$ cat src/rct_pkg.sv
// Constants shared by the charge-time touch sensor block.
package rct_pkg;

    // ==========================================================
    // Widths
    localparam int CNT_W = 16;
    localparam int ACC_W = 24;
    localparam int SMP_W = 8;
    localparam int PSC_W = 8;

    // ==========================================================
    // Counter settings for normal and proximity modes
    localparam logic [PSC_W-1:0] CHARGE_PRESCALE_DEF = 8'h02;
    localparam logic [CNT_W-1:0] CHARGE_LIMIT_DEF    = 16'h01FF;
    localparam logic [PSC_W-1:0] PROX_PRESCALE_DEF   = 8'h01;
    localparam logic [CNT_W-1:0] PROX_LIMIT_DEF      = 16'h0400;

    // ==========================================================
    // Timing
    localparam int CLK_PERIOD_NS  = 10;
    localparam int DISCHARGE_NS   = 2000;
    localparam int DISCHARGE_CYC_I = (DISCHARGE_NS + CLK_PERIOD_NS - 1) / CLK_PERIOD_NS;
    localparam logic [CNT_W-1:0] DISCHARGE_CYC = DISCHARGE_CYC_I[CNT_W-1:0];

    // ==========================================================
    // Measurement sequencer states, Gray coded along the loop.
    typedef enum logic [1:0] {
        RCT_IDLE   = 2'b00,
        RCT_DISCH  = 2'b01,
        RCT_CHARGE = 2'b11,
        RCT_EVAL   = 2'b10
    } rct_state_t;

endpackage

$ cat src/rct_prescaler.sv
// Clock prescaler that gives one-cycle count enables for the charge counter.
module rct_prescaler
    import rct_pkg::*;
(
    // Clock and reset
    input  wire logic             sys_clk,
    input  wire logic             resetn,
    // Control
    input  wire logic             clear,
    input  wire logic [PSC_W-1:0] ratio,
    // Enable out
    output logic                  tick
);

    logic [PSC_W-1:0] div_reg;
    logic [PSC_W-1:0] div_next;

    assign div_next = div_reg + 8'h01;

    // ==========================================================
    // Divider: one tick every ratio cycles, zero acts as one.
    always_ff @(posedge sys_clk or negedge resetn) begin
        if (!resetn) begin
            div_reg <= 8'h00;
            tick    <= 1'b0;
        end else if (clear) begin
            div_reg <= 8'h00;
            tick    <= 1'b0;
        end else if (div_next >= ratio) begin
            div_reg <= 8'h00;
            tick    <= 1'b1;
        end else begin
            div_reg <= div_next;
            tick    <= 1'b0;
        end
    end

endmodule

$ cat src/rct_sensor.sv
// Charge-time touch sensor: electrode pin control, charge counter and sample accumulation.
// Functional notes
// - While idle the electrode pin is driven high as an output.
// - A measurement starts by driving the pin low to discharge the electrode.
// - After discharge the pin is released so the pull-up charges the electrode.
// - While charging the counter steps on each prescaled tick until the pin reads high.
// - On the high level the counter stops, its value is captured and the pin is discharged.
// - Touch is decided by comparing the charge time with the untouched baseline.
// - Normal mode uses its own prescaler and limit, by default 2 and 511.
// - Proximity mode uses a separate prescaler and limit, by default 1 and 1024.
// - The counter is cleared before the pin is released and steps only after release.
// - Reaching the limit before the pin goes high sets a timeout flag and ends the wait.
// - Each valid sample adds to the sum and lowers the remaining count until zero.
// - A timeout or short sets the error result and forces the remaining count to zero.
module rct_sensor
    import rct_pkg::*;
(
    // Clock and reset
    input  wire logic             sys_clk,
    input  wire logic             resetn,
    // Measurement control
    input  wire logic             start,
    input  wire logic             proximity_mode,
    input  wire logic [SMP_W-1:0] sample_count,
    input  wire logic             sample_interrupted_marker,
    // Counter configuration
    input  wire logic [PSC_W-1:0] charge_counter_prescale,
    input  wire logic [CNT_W-1:0] charge_counter_limit,
    input  wire logic [PSC_W-1:0] proximity_counter_prescale,
    input  wire logic [CNT_W-1:0] proximity_counter_limit,
    // Touch decision
    input  wire logic [ACC_W-1:0] baseline,
    input  wire logic [ACC_W-1:0] touch_margin,
    // Electrode pin
    input  wire logic             pad_in,
    output logic                  pad_out,
    output logic                  pad_oe,
    // Status
    output logic                  busy,
    output logic                  done,
    output logic                  error,
    output logic                  timeout_flag,
    output logic                  short_flag,
    output logic                  touched,
    output logic [CNT_W-1:0]      last_count,
    output logic [ACC_W-1:0]      result
);

    rct_state_t       state_reg;
    logic             sync1_reg;
    logic             sync2_reg;
    logic [CNT_W-1:0] count_reg;
    logic [CNT_W-1:0] dis_reg;
    logic [CNT_W-1:0] limit_reg;
    logic [PSC_W-1:0] psc_reg;
    logic [SMP_W-1:0] remain_reg;
    logic [SMP_W-1:0] remain_next;
    logic [ACC_W-1:0] acc_next;
    logic [ACC_W:0]   thresh;
    logic             intr_reg;
    logic             psc_clear;
    logic             tick;
    logic             sample_bad;

    // ==========================================================
    // Pin input synchroniser.
    always_ff @(posedge sys_clk or negedge resetn) begin
        if (!resetn) begin
            sync1_reg <= 1'b0;
            sync2_reg <= 1'b0;
        end else begin
            sync1_reg <= pad_in;
            sync2_reg <= sync1_reg;
        end
    end

    // ==========================================================
    // Prescaler runs only while charging; it is cleared during discharge.
    assign psc_clear = (state_reg != RCT_CHARGE);

    rct_prescaler u_psc (
        .sys_clk (sys_clk),
        .resetn  (resetn),
        .clear   (psc_clear),
        .ratio   (psc_reg),
        .tick    (tick)
    );

    assign sample_bad  = timeout_flag | short_flag;
    assign remain_next = remain_reg - 8'h01;
    assign acc_next    = result + {{(ACC_W-CNT_W){1'b0}}, last_count};
    assign thresh      = {1'b0, baseline} + {1'b0, touch_margin};

    // ==========================================================
    // Interrupted-sample marker; a new marker wins over the clear in RCT_EVAL and is ignored in RCT_IDLE.
    always_ff @(posedge sys_clk or negedge resetn) begin
        if (!resetn) begin
            intr_reg <= 1'b0;
        end else if (sample_interrupted_marker && state_reg != RCT_IDLE) begin
            intr_reg <= 1'b1;
        end else if (state_reg == RCT_EVAL || state_reg == RCT_IDLE) begin
            intr_reg <= 1'b0;
        end
    end

    // ==========================================================
    // Sequencer, pin drive and charge counter.
    always_ff @(posedge sys_clk or negedge resetn) begin
        if (!resetn) begin
            state_reg    <= RCT_IDLE;
            pad_out      <= 1'b1;
            pad_oe       <= 1'b1;
            busy         <= 1'b0;
            done         <= 1'b0;
            error        <= 1'b0;
            timeout_flag <= 1'b0;
            short_flag   <= 1'b0;
            touched      <= 1'b0;
            count_reg    <= 16'h0000;
            dis_reg      <= 16'h0000;
            last_count   <= 16'h0000;
            limit_reg    <= CHARGE_LIMIT_DEF;
            psc_reg      <= CHARGE_PRESCALE_DEF;
            remain_reg   <= 8'h00;
            result       <= 24'h000000;
        end else begin
            done <= 1'b0;
            case (state_reg)
                RCT_IDLE: begin
                    pad_out <= 1'b1;
                    pad_oe  <= 1'b1;
                    if (start) begin
                        state_reg    <= RCT_DISCH;
                        pad_out      <= 1'b0;
                        busy         <= 1'b1;
                        error        <= 1'b0;
                        timeout_flag <= 1'b0;
                        short_flag   <= 1'b0;
                        result       <= 24'h000000;
                        dis_reg      <= 16'h0000;
                        remain_reg   <= (sample_count == 8'h00) ? 8'h01 : sample_count;
                        if (proximity_mode) begin
                            limit_reg <= proximity_counter_limit;
                            psc_reg   <= proximity_counter_prescale;
                        end else begin
                            limit_reg <= charge_counter_limit;
                            psc_reg   <= charge_counter_prescale;
                        end
                    end
                end
                RCT_DISCH: begin
                    pad_out   <= 1'b0;
                    pad_oe    <= 1'b1;
                    count_reg <= 16'h0000;
                    dis_reg   <= dis_reg + 16'h0001;
                    if (dis_reg >= DISCHARGE_CYC - 16'h0001) begin
                        if (sync2_reg) begin
                            short_flag <= 1'b1;
                            state_reg  <= RCT_EVAL;
                        end else begin
                            state_reg <= RCT_CHARGE;
                            pad_oe    <= 1'b0;
                        end
                    end
                end
                RCT_CHARGE: begin
                    pad_oe <= 1'b0;
                    if (sync2_reg) begin
                        last_count <= count_reg;
                        state_reg  <= RCT_EVAL;
                        pad_oe     <= 1'b1;
                        pad_out    <= 1'b0;
                    end else if (tick) begin
                        if (count_reg >= limit_reg) begin
                            timeout_flag <= 1'b1;
                            last_count   <= count_reg;
                            state_reg    <= RCT_EVAL;
                            pad_oe       <= 1'b1;
                            pad_out      <= 1'b0;
                        end else begin
                            count_reg <= count_reg + 16'h0001;
                        end
                    end
                end
                RCT_EVAL: begin
                    pad_oe  <= 1'b1;
                    pad_out <= 1'b0;
                    dis_reg <= 16'h0000;
                    if (sample_bad) begin
                        error      <= 1'b1;
                        remain_reg <= 8'h00;
                        touched    <= 1'b0;
                        done       <= 1'b1;
                        busy       <= 1'b0;
                        pad_out    <= 1'b1;
                        state_reg  <= RCT_IDLE;
                    end else if (intr_reg) begin
                        state_reg <= RCT_DISCH;
                    end else begin
                        result     <= acc_next;
                        remain_reg <= remain_next;
                        if (remain_next == 8'h00) begin
                            touched   <= ({1'b0, acc_next} > thresh);
                            done      <= 1'b1;
                            busy      <= 1'b0;
                            pad_out   <= 1'b1;
                            state_reg <= RCT_IDLE;
                        end else begin
                            state_reg <= RCT_DISCH;
                        end
                    end
                end
                default: begin
                    state_reg <= RCT_IDLE;
                end
            endcase
        end
    end

    // ==========================================================
    // Checks.
    a_idle_pin_high: assert property (@(posedge sys_clk) disable iff (!resetn)
        (state_reg == RCT_IDLE && !start) |=> (pad_oe && pad_out))
        else $error("Idle pin not driven high.");

    a_start_discharge: assert property (@(posedge sys_clk) disable iff (!resetn)
        (state_reg == RCT_IDLE && start) |=> (pad_oe && !pad_out && busy))
        else $error("Start did not drive the pin low.");

    a_charge_released: assert property (@(posedge sys_clk) disable iff (!resetn)
        (state_reg == RCT_CHARGE) |-> !pad_oe)
        else $error("Pin driven while charging.");

    a_count_step: assert property (@(posedge sys_clk) disable iff (!resetn)
        (state_reg == RCT_CHARGE && tick && !sync2_reg && count_reg < limit_reg)
        |=> count_reg == $past(count_reg) + 16'h0001)
        else $error("Charge counter did not step.");

    a_capture_stop: assert property (@(posedge sys_clk) disable iff (!resetn)
        (state_reg == RCT_CHARGE && sync2_reg)
        |=> (last_count == $past(count_reg) && state_reg == RCT_EVAL && pad_oe && !pad_out))
        else $error("Count not captured on threshold.");

    a_touch_decide: assert property (@(posedge sys_clk) disable iff (!resetn)
        (done && !error) |-> (touched == ({1'b0, result} > thresh)))
        else $error("Touch decision disagrees with sum.");

    a_mode_normal: assert property (@(posedge sys_clk) disable iff (!resetn)
        (state_reg == RCT_IDLE && start && !proximity_mode)
        |=> (limit_reg == $past(charge_counter_limit) && psc_reg == $past(charge_counter_prescale)))
        else $error("Normal settings not taken.");

    a_mode_prox: assert property (@(posedge sys_clk) disable iff (!resetn)
        (state_reg == RCT_IDLE && start && proximity_mode)
        |=> (limit_reg == $past(proximity_counter_limit)
             && psc_reg == $past(proximity_counter_prescale)))
        else $error("Proximity settings not taken.");

    a_count_first: assert property (@(posedge sys_clk) disable iff (!resetn)
        (state_reg == RCT_DISCH) ##1 (state_reg == RCT_CHARGE) |-> count_reg == 16'h0000)
        else $error("Counter not cleared before release.");

    a_timeout_set: assert property (@(posedge sys_clk) disable iff (!resetn)
        (state_reg == RCT_CHARGE && tick && !sync2_reg && count_reg >= limit_reg)
        |=> (timeout_flag && state_reg == RCT_EVAL) ##1 (error && done))
        else $error("Timeout not flagged.");

    a_sample_sum: assert property (@(posedge sys_clk) disable iff (!resetn)
        (state_reg == RCT_EVAL && !sample_bad && !intr_reg)
        |=> (result == $past(acc_next) && remain_reg == $past(remain_reg) - 8'h01))
        else $error("Sample not accumulated.");

    a_error_zero: assert property (@(posedge sys_clk) disable iff (!resetn)
        (state_reg == RCT_EVAL && sample_bad) |=> (error && remain_reg == 8'h00 && done))
        else $error("Error did not clear remaining count.");

    a_done_idle: assert property (@(posedge sys_clk) disable iff (!resetn)
        done |-> (!busy && state_reg == RCT_IDLE) ##1 !done)
        else $error("Completion pulse malformed.");

endmodule

$ cat config.mk
export PLATFORM = sky130hd
export DESIGN_NAME = rct_sensor
export DESIGN_NICKNAME = d
export VERILOG_FILES = /design/src/rct_pkg.sv /design/src/rct_prescaler.sv /design/src/rct_sensor.sv
export SDC_FILE = /design/constraint.sdc
export NUM_CORES = 1
export LEC_CHECK = 0
export ABC_AREA = 1
export BUFFER_PORTS_ARGS = -buffer_cell sky130_fd_sc_hd__buf_4
export CORE_MARGIN = 3
export CORE_UTILIZATION = 63
export DETAILED_ROUTE_END_ITERATION = 8
export PLACE_DENSITY_LB_ADDON = 0.05
export SYNTH_ARGS = -nofsm -noshare
export SYNTH_HDL_FRONTEND = slang
export SYNTH_HIERARCHICAL = 1
export SYNTH_SLANG_ARGS = --single-unit
$ cat constraint.sdc
create_clock -name sys_clk -period 4.8 [get_ports sys_clk]
set_clock_uncertainty 0.1 [all_clocks]
set_input_delay 0.96 -clock sys_clk [delete_from_list [all_inputs] [get_ports sys_clk]]
set_output_delay 0.96 -clock sys_clk [all_outputs]
set_load 0.03 [all_outputs]
==> flow_summary.rst <==
.. list-table::
   :header-rows: 1

   * - Metric
     - Value
   * - Placed Cells
     - 1603
   * - Top-level port count
     - 158
   * - Flops & latches, synth
     - 126
   * - Time the worst path needs with I/O delays and setup
     - 3.74 ns
   * - Pleak
     - 5.99 nW
   * - Number of flops mapped to enable cells by yosys
     - 0
   * - Type of the tightest min-delay check
     - reg -> reg
   * - Vertical die dimension
     - 129 um
   * - Final worst-path cycle share
     - 77.9%
   * - Switching portion of total power
     - 39.1%
   * - Worst flop-to-flop path startpoint
     - last_count[0]
   * - Ratio of cells with drive above 1 in the final layout
     - 17.7%
   * - Final ANT Viol Nets
     - 0
   * - Final Non-Filler Cells
     - 1635
   * - Worst Setup Start Kind
     - primary input
   * - Max-slew violation total from the final report
     - 0
   * - Setup Fix Bufs, Post-CTS
     - 0
   * - Areal power density over the cells
     - 382 nW/um^2
   * - Total grt overflow
     - 0
   * - Post-synthesis sequential area ratio
     - 33.0%
   * - Final number of setup-violating endpoints
     - 0
   * - Count of maximum capacitance violations
     - 0
   * - Quantity of hold-fixing buffers added after cts
     - 0
   * - Routed length per instance
     - 15.4 um
   * - Latest clock arrival within the worst-skew pair
     - 0.42 ns
   * - Core region area
     - 14700 um^2
   * - Run status
     - complete, no violations
   * - Number of port buffers
     - 157
   * - Post-CTS sizing
     - 0
   * - Number of H-tree levels
     - 4
   * - Clock tree from TritonCTS
     - done
   * - Filler cell count
     - 1099
   * - Worst setup path category
     - in -> reg
   * - Max-slew headroom at the worst pin
     - 19.9%
   * - Multi-input gate area
     - 5610 um^2
   * - Standard-cell row count
     - 44
   * - Critical path startpoint
     - baseline[0]
   * - CTS root buf
     - sky130_fd_sc_hd__clkbuf_16
   * - Area delta synth->final
     - 19.8%
   * - Final core utilization
     - 78.3%
   * - Netlist area before placement
     - 9600 um^2
   * - Async set-or-reset flop fraction in the synthesized netlist
     - 100%
   * - Maximum clock frequency
     - 267 MHz
   * - Vias in the first global route
     - 8887
   * - Post-CTS clock slew at the launch and capture registers of the worst setup and hold paths
     - 0.06 ns
   * - Top reg by flops
     - result
   * - Routed via count
     - 9355
   * - Worst Reg-to-Reg Cells
     - 21
   * - Post-Synthesis Mean Instance Area
     - 7.48 um^2
   * - DRC violations left
     - 0
   * - Area taken by flip-flops and latches
     - 3170 um^2
   * - Num CTS Buffers
     - 17
   * - Launch point of the worst hold path
     - sync1_reg
   * - Data arrival, critical path
     - 3.94 ns
   * - X dimension of the die
     - 129 um
   * - Worst Tran Pin Value
     - 1.20 ns
   * - Overall fraction of global-route tracks in use
     - 29.9%
   * - Largest net degree at the start of global routing
     - 74
   * - Vias per cell
     - 5.72
   * - Initial cell density of the core
     - 65.3%
   * - Wire length of the first global-routing pass
     - 40600 um
   * - Switching power of the nets
     - 1.72 mW
   * - Accumulated negative setup slack
     - 0 ns
   * - Nets
     - 1643
   * - Number of cells on the worst hold path
     - 0
   * - Most used flip-flop cell after synthesis
     - sky130_fd_sc_hd__dfrtp_1
   * - Library cells used by synthesis
     - 58
   * - Required time at the endpoint of the critical path
     - 5.00 ns
   * - Clock share of power
     - 30.1%
   * - Number of clock sinks seen by CTS
     - 126
   * - Placer's final routability congestion estimate
     - 0.977
   * - Maximum fanout along the worst path
     - 5
   * - Syn Inst Count
     - 1284
   * - Category of the worst setup path capture point
     - flip-flop
   * - Highest ir drop seen on vdd
     - 0.430 mV
   * - Antenna Diode Count
     - 0
   * - Power share of the combinational group
     - 36.1%
   * - Share of power burned in registers
     - 33.8%
   * - RSZ-0062 raised after global routing
     - no
   * - Clock tree buffer depth
     - 2
   * - First-iteration detailed-routing DRC count
     - 666
   * - DIE AREA
     - 16800 um^2
   * - Count of synthesis-stage warnings from yosys
     - 6
   * - Post-synthesis net count
     - 1489
   * - Detailed Place HPWL
     - 19200 um
   * - Length of the first detailed-routing pass in iterations
     - 7
   * - Max FFs per register
     - 24
   * - Hold_ws
     - 0.270 ns
   * - Internal Power
     - 2.68 mW
   * - Initial antenna violation count
     - 0
   * - Hold violation total from the final report
     - 0
   * - Drt total wl
     - 25200 um
[metal layers]
metal	share of wire (%)	GRT usage [%]	vias to the layer above
met3	6.7	4.62	74
li1	-	-	4584
met2	48	51.1	368
met1	41	37.9	4329
met4	3.6	12.5	0
met5	0	0	-
[metrics by stage]
step / power (mW) / setup WS (ns) / instance area, um^2
final: 4.40 / 1.06 / 11500
after detailed placement: 3.06 / 0.695 / 10900
after global routing: 4.67 / 0.723 / 11500
after floorplan: 2.60 / 1.17 / 9600
after global placement: 3.00 / 0.804 / 10900
after CTS: 4.40 / 1.11 / 11500
[Yosys cell counts (3+ instances only)]
cell / n / area (um^2)
sky130_fd_sc_hd__nor2_4: 3 / 33.8
sky130_fd_sc_hd__xor2_1: 39 / 342
sky130_fd_sc_hd__nor2_2: 7 / 43.8
sky130_fd_sc_hd__a21oi_1: 73 / 365
sky130_fd_sc_hd__o211ai_1: 16 / 120
sky130_fd_sc_hd__o21ai_2: 15 / 131
sky130_fd_sc_hd__xnor2_1: 15 / 131
sky130_fd_sc_hd__o22ai_1: 5 / 31.3
sky130_fd_sc_hd__nor2_1: 107 / 402
sky130_fd_sc_hd__a31oi_1: 6 / 37.5
sky130_fd_sc_hd__a21o_1: 5 / 37.5
sky130_fd_sc_hd__buf_2: 8 / 40.0
sky130_fd_sc_hd__nand3_1: 63 / 315
sky130_fd_sc_hd__a22o_1: 7 / 61.3
sky130_fd_sc_hd__nor3_1: 14 / 70.1
sky130_fd_sc_hd__dfrtp_1: 114 / 2850
sky130_fd_sc_hd__nand4_1: 28 / 175
sky130_fd_sc_hd__buf_6: 4 / 45.0
sky130_fd_sc_hd__nand3_2: 3 / 30.0
sky130_fd_sc_hd__dfstp_2: 12 / 315
sky130_fd_sc_hd__ha_1: 93 / 1160
sky130_fd_sc_hd__o21ai_0: 101 / 505
sky130_fd_sc_hd__o21ai_1: 13 / 65.1
sky130_fd_sc_hd__clkbuf_1: 11 / 41.3
sky130_fd_sc_hd__a22oi_1: 3 / 22.5
sky130_fd_sc_hd__nand2_1: 285 / 1070
sky130_fd_sc_hd__nor4_1: 11 / 68.8
sky130_fd_sc_hd__inv_2: 4 / 15.0
sky130_fd_sc_hd__inv_1: 177 / 664
sky130_fd_sc_hd__nand2_2: 5 / 31.3
[critical path: stages]
cell and delay [ns]:
sky130_fd_sc_hd__buf_4 0.11, sky130_fd_sc_hd__ha_1 0.25, sky130_fd_sc_hd__fa_1 0.43, sky130_fd_sc_hd__nand3_1 0.09, sky130_fd_sc_hd__nand2_1 0.14, sky130_fd_sc_hd__a21oi_1 0.25, sky130_fd_sc_hd__o21ai_1 0.13, sky130_fd_sc_hd__a21boi_1 0.25
sky130_fd_sc_hd__xor2_1 0.20, sky130_fd_sc_hd__ha_1 0.29, sky130_fd_sc_hd__a21oi_1 0.16, sky130_fd_sc_hd__o21ai_0 0.09, sky130_fd_sc_hd__a21oi_1 0.13, sky130_fd_sc_hd__nand2_1 0.07, sky130_fd_sc_hd__nand2_1 0.05, sky130_fd_sc_hd__nand2_1 0.04
sky130_fd_sc_hd__nand2_1 0.06, sky130_fd_sc_hd__nand2_1 0.04, sky130_fd_sc_hd__nand2_1 0.06, sky130_fd_sc_hd__nand2_1 0.05, sky130_fd_sc_hd__nand2_1 0.06, sky130_fd_sc_hd__nand2_1 0.04
[cells in the final DEF, fill, tap and decap left out, types with 3 or more instances in the layout]
cell type,netlist,routed
sky130_fd_sc_hd__nor2_1,107,107
sky130_fd_sc_hd__o21ai_1,13,13
sky130_fd_sc_hd__o21ai_0,101,101
sky130_fd_sc_hd__inv_6,0,3
sky130_fd_sc_hd__a21oi_1,73,73
sky130_fd_sc_hd__a22oi_1,3,3
sky130_fd_sc_hd__nand2_2,5,5
sky130_fd_sc_hd__clkbuf_8,0,4
sky130_fd_sc_hd__xnor2_1,15,15
sky130_fd_sc_hd__nor3_1,14,14
sky130_fd_sc_hd__clkbuf_16,0,17
sky130_fd_sc_hd__nand2_1,285,285
sky130_fd_sc_hd__nor2_4,3,3
sky130_fd_sc_hd__inv_1,177,177
sky130_fd_sc_hd__nand4_1,28,28
sky130_fd_sc_hd__ha_1,93,93
sky130_fd_sc_hd__a22o_1,7,7
sky130_fd_sc_hd__o21ai_2,15,15
sky130_fd_sc_hd__o211ai_1,16,16
sky130_fd_sc_hd__a21o_1,5,5
sky130_fd_sc_hd__buf_4,2,161
sky130_fd_sc_hd__dfrtp_1,114,114
sky130_fd_sc_hd__o22ai_1,5,5
sky130_fd_sc_hd__nand3_1,63,63
sky130_fd_sc_hd__inv_2,4,4
sky130_fd_sc_hd__nand3_2,3,3
sky130_fd_sc_hd__nor2_2,7,7
sky130_fd_sc_hd__clkinvlp_4,0,3
sky130_fd_sc_hd__a31oi_1,6,6
sky130_fd_sc_hd__dfstp_2,12,12
sky130_fd_sc_hd__nor4_1,11,11
sky130_fd_sc_hd__xor2_1,39,39
[power by group through the flow]
| stage | Sequential (mW) | Combinational [mW] | Clock [mW] |
|---|---|---|---|
| final | 1.49 | 1.59 | 1.32 |
| after global routing | 1.52 | 1.78 | 1.37 |
| after CTS | 1.48 | 1.59 | 1.33 |
| after detailed placement | 1.50 | 1.56 | 0 |
| after global placement | 1.49 | 1.51 | 0 |
| after floorplan | 1.52 | 1.08 | 0 |
[area by class of cell]
cell class / count / share of cell area, %
repair buffers: 161 / 10.5
inverters: 181 / 5.91
well taps: 184 / 2.00
flip-flops and latches: 126 / 27.5
multi-input cells: 951 / 48.8
clock inverters: 11 / 1.11
clock buffers: 21 / 4.18
[kinds of logic (layout without fill, tap and decap cells)]
group / Yosys count / count (layout) / share of synthesized area, %
compound gates: 259 / 259 / 15.8
xor+xnor: 55 / 55 / 5.09
fa+ha+maj: 95 / 95 / 12.5
buf+inv: 207 / 374 / 8.59
flops: 126 / 126 / 33.0
simple gates: 542 / 542 / 25.0
[final timing paths]
kind	to	slack (ns)
worst max register to register	touched	1.11
worst min-delay path	sync2_reg	0.27
worst max-delay path	touched	1.06
max in group asynchronous	result[2]	3.09
min in group asynchronous	error	0.58
worst min register to register	sync2_reg	0.27
Note: power is estimated with default switching activity, not from simulation.
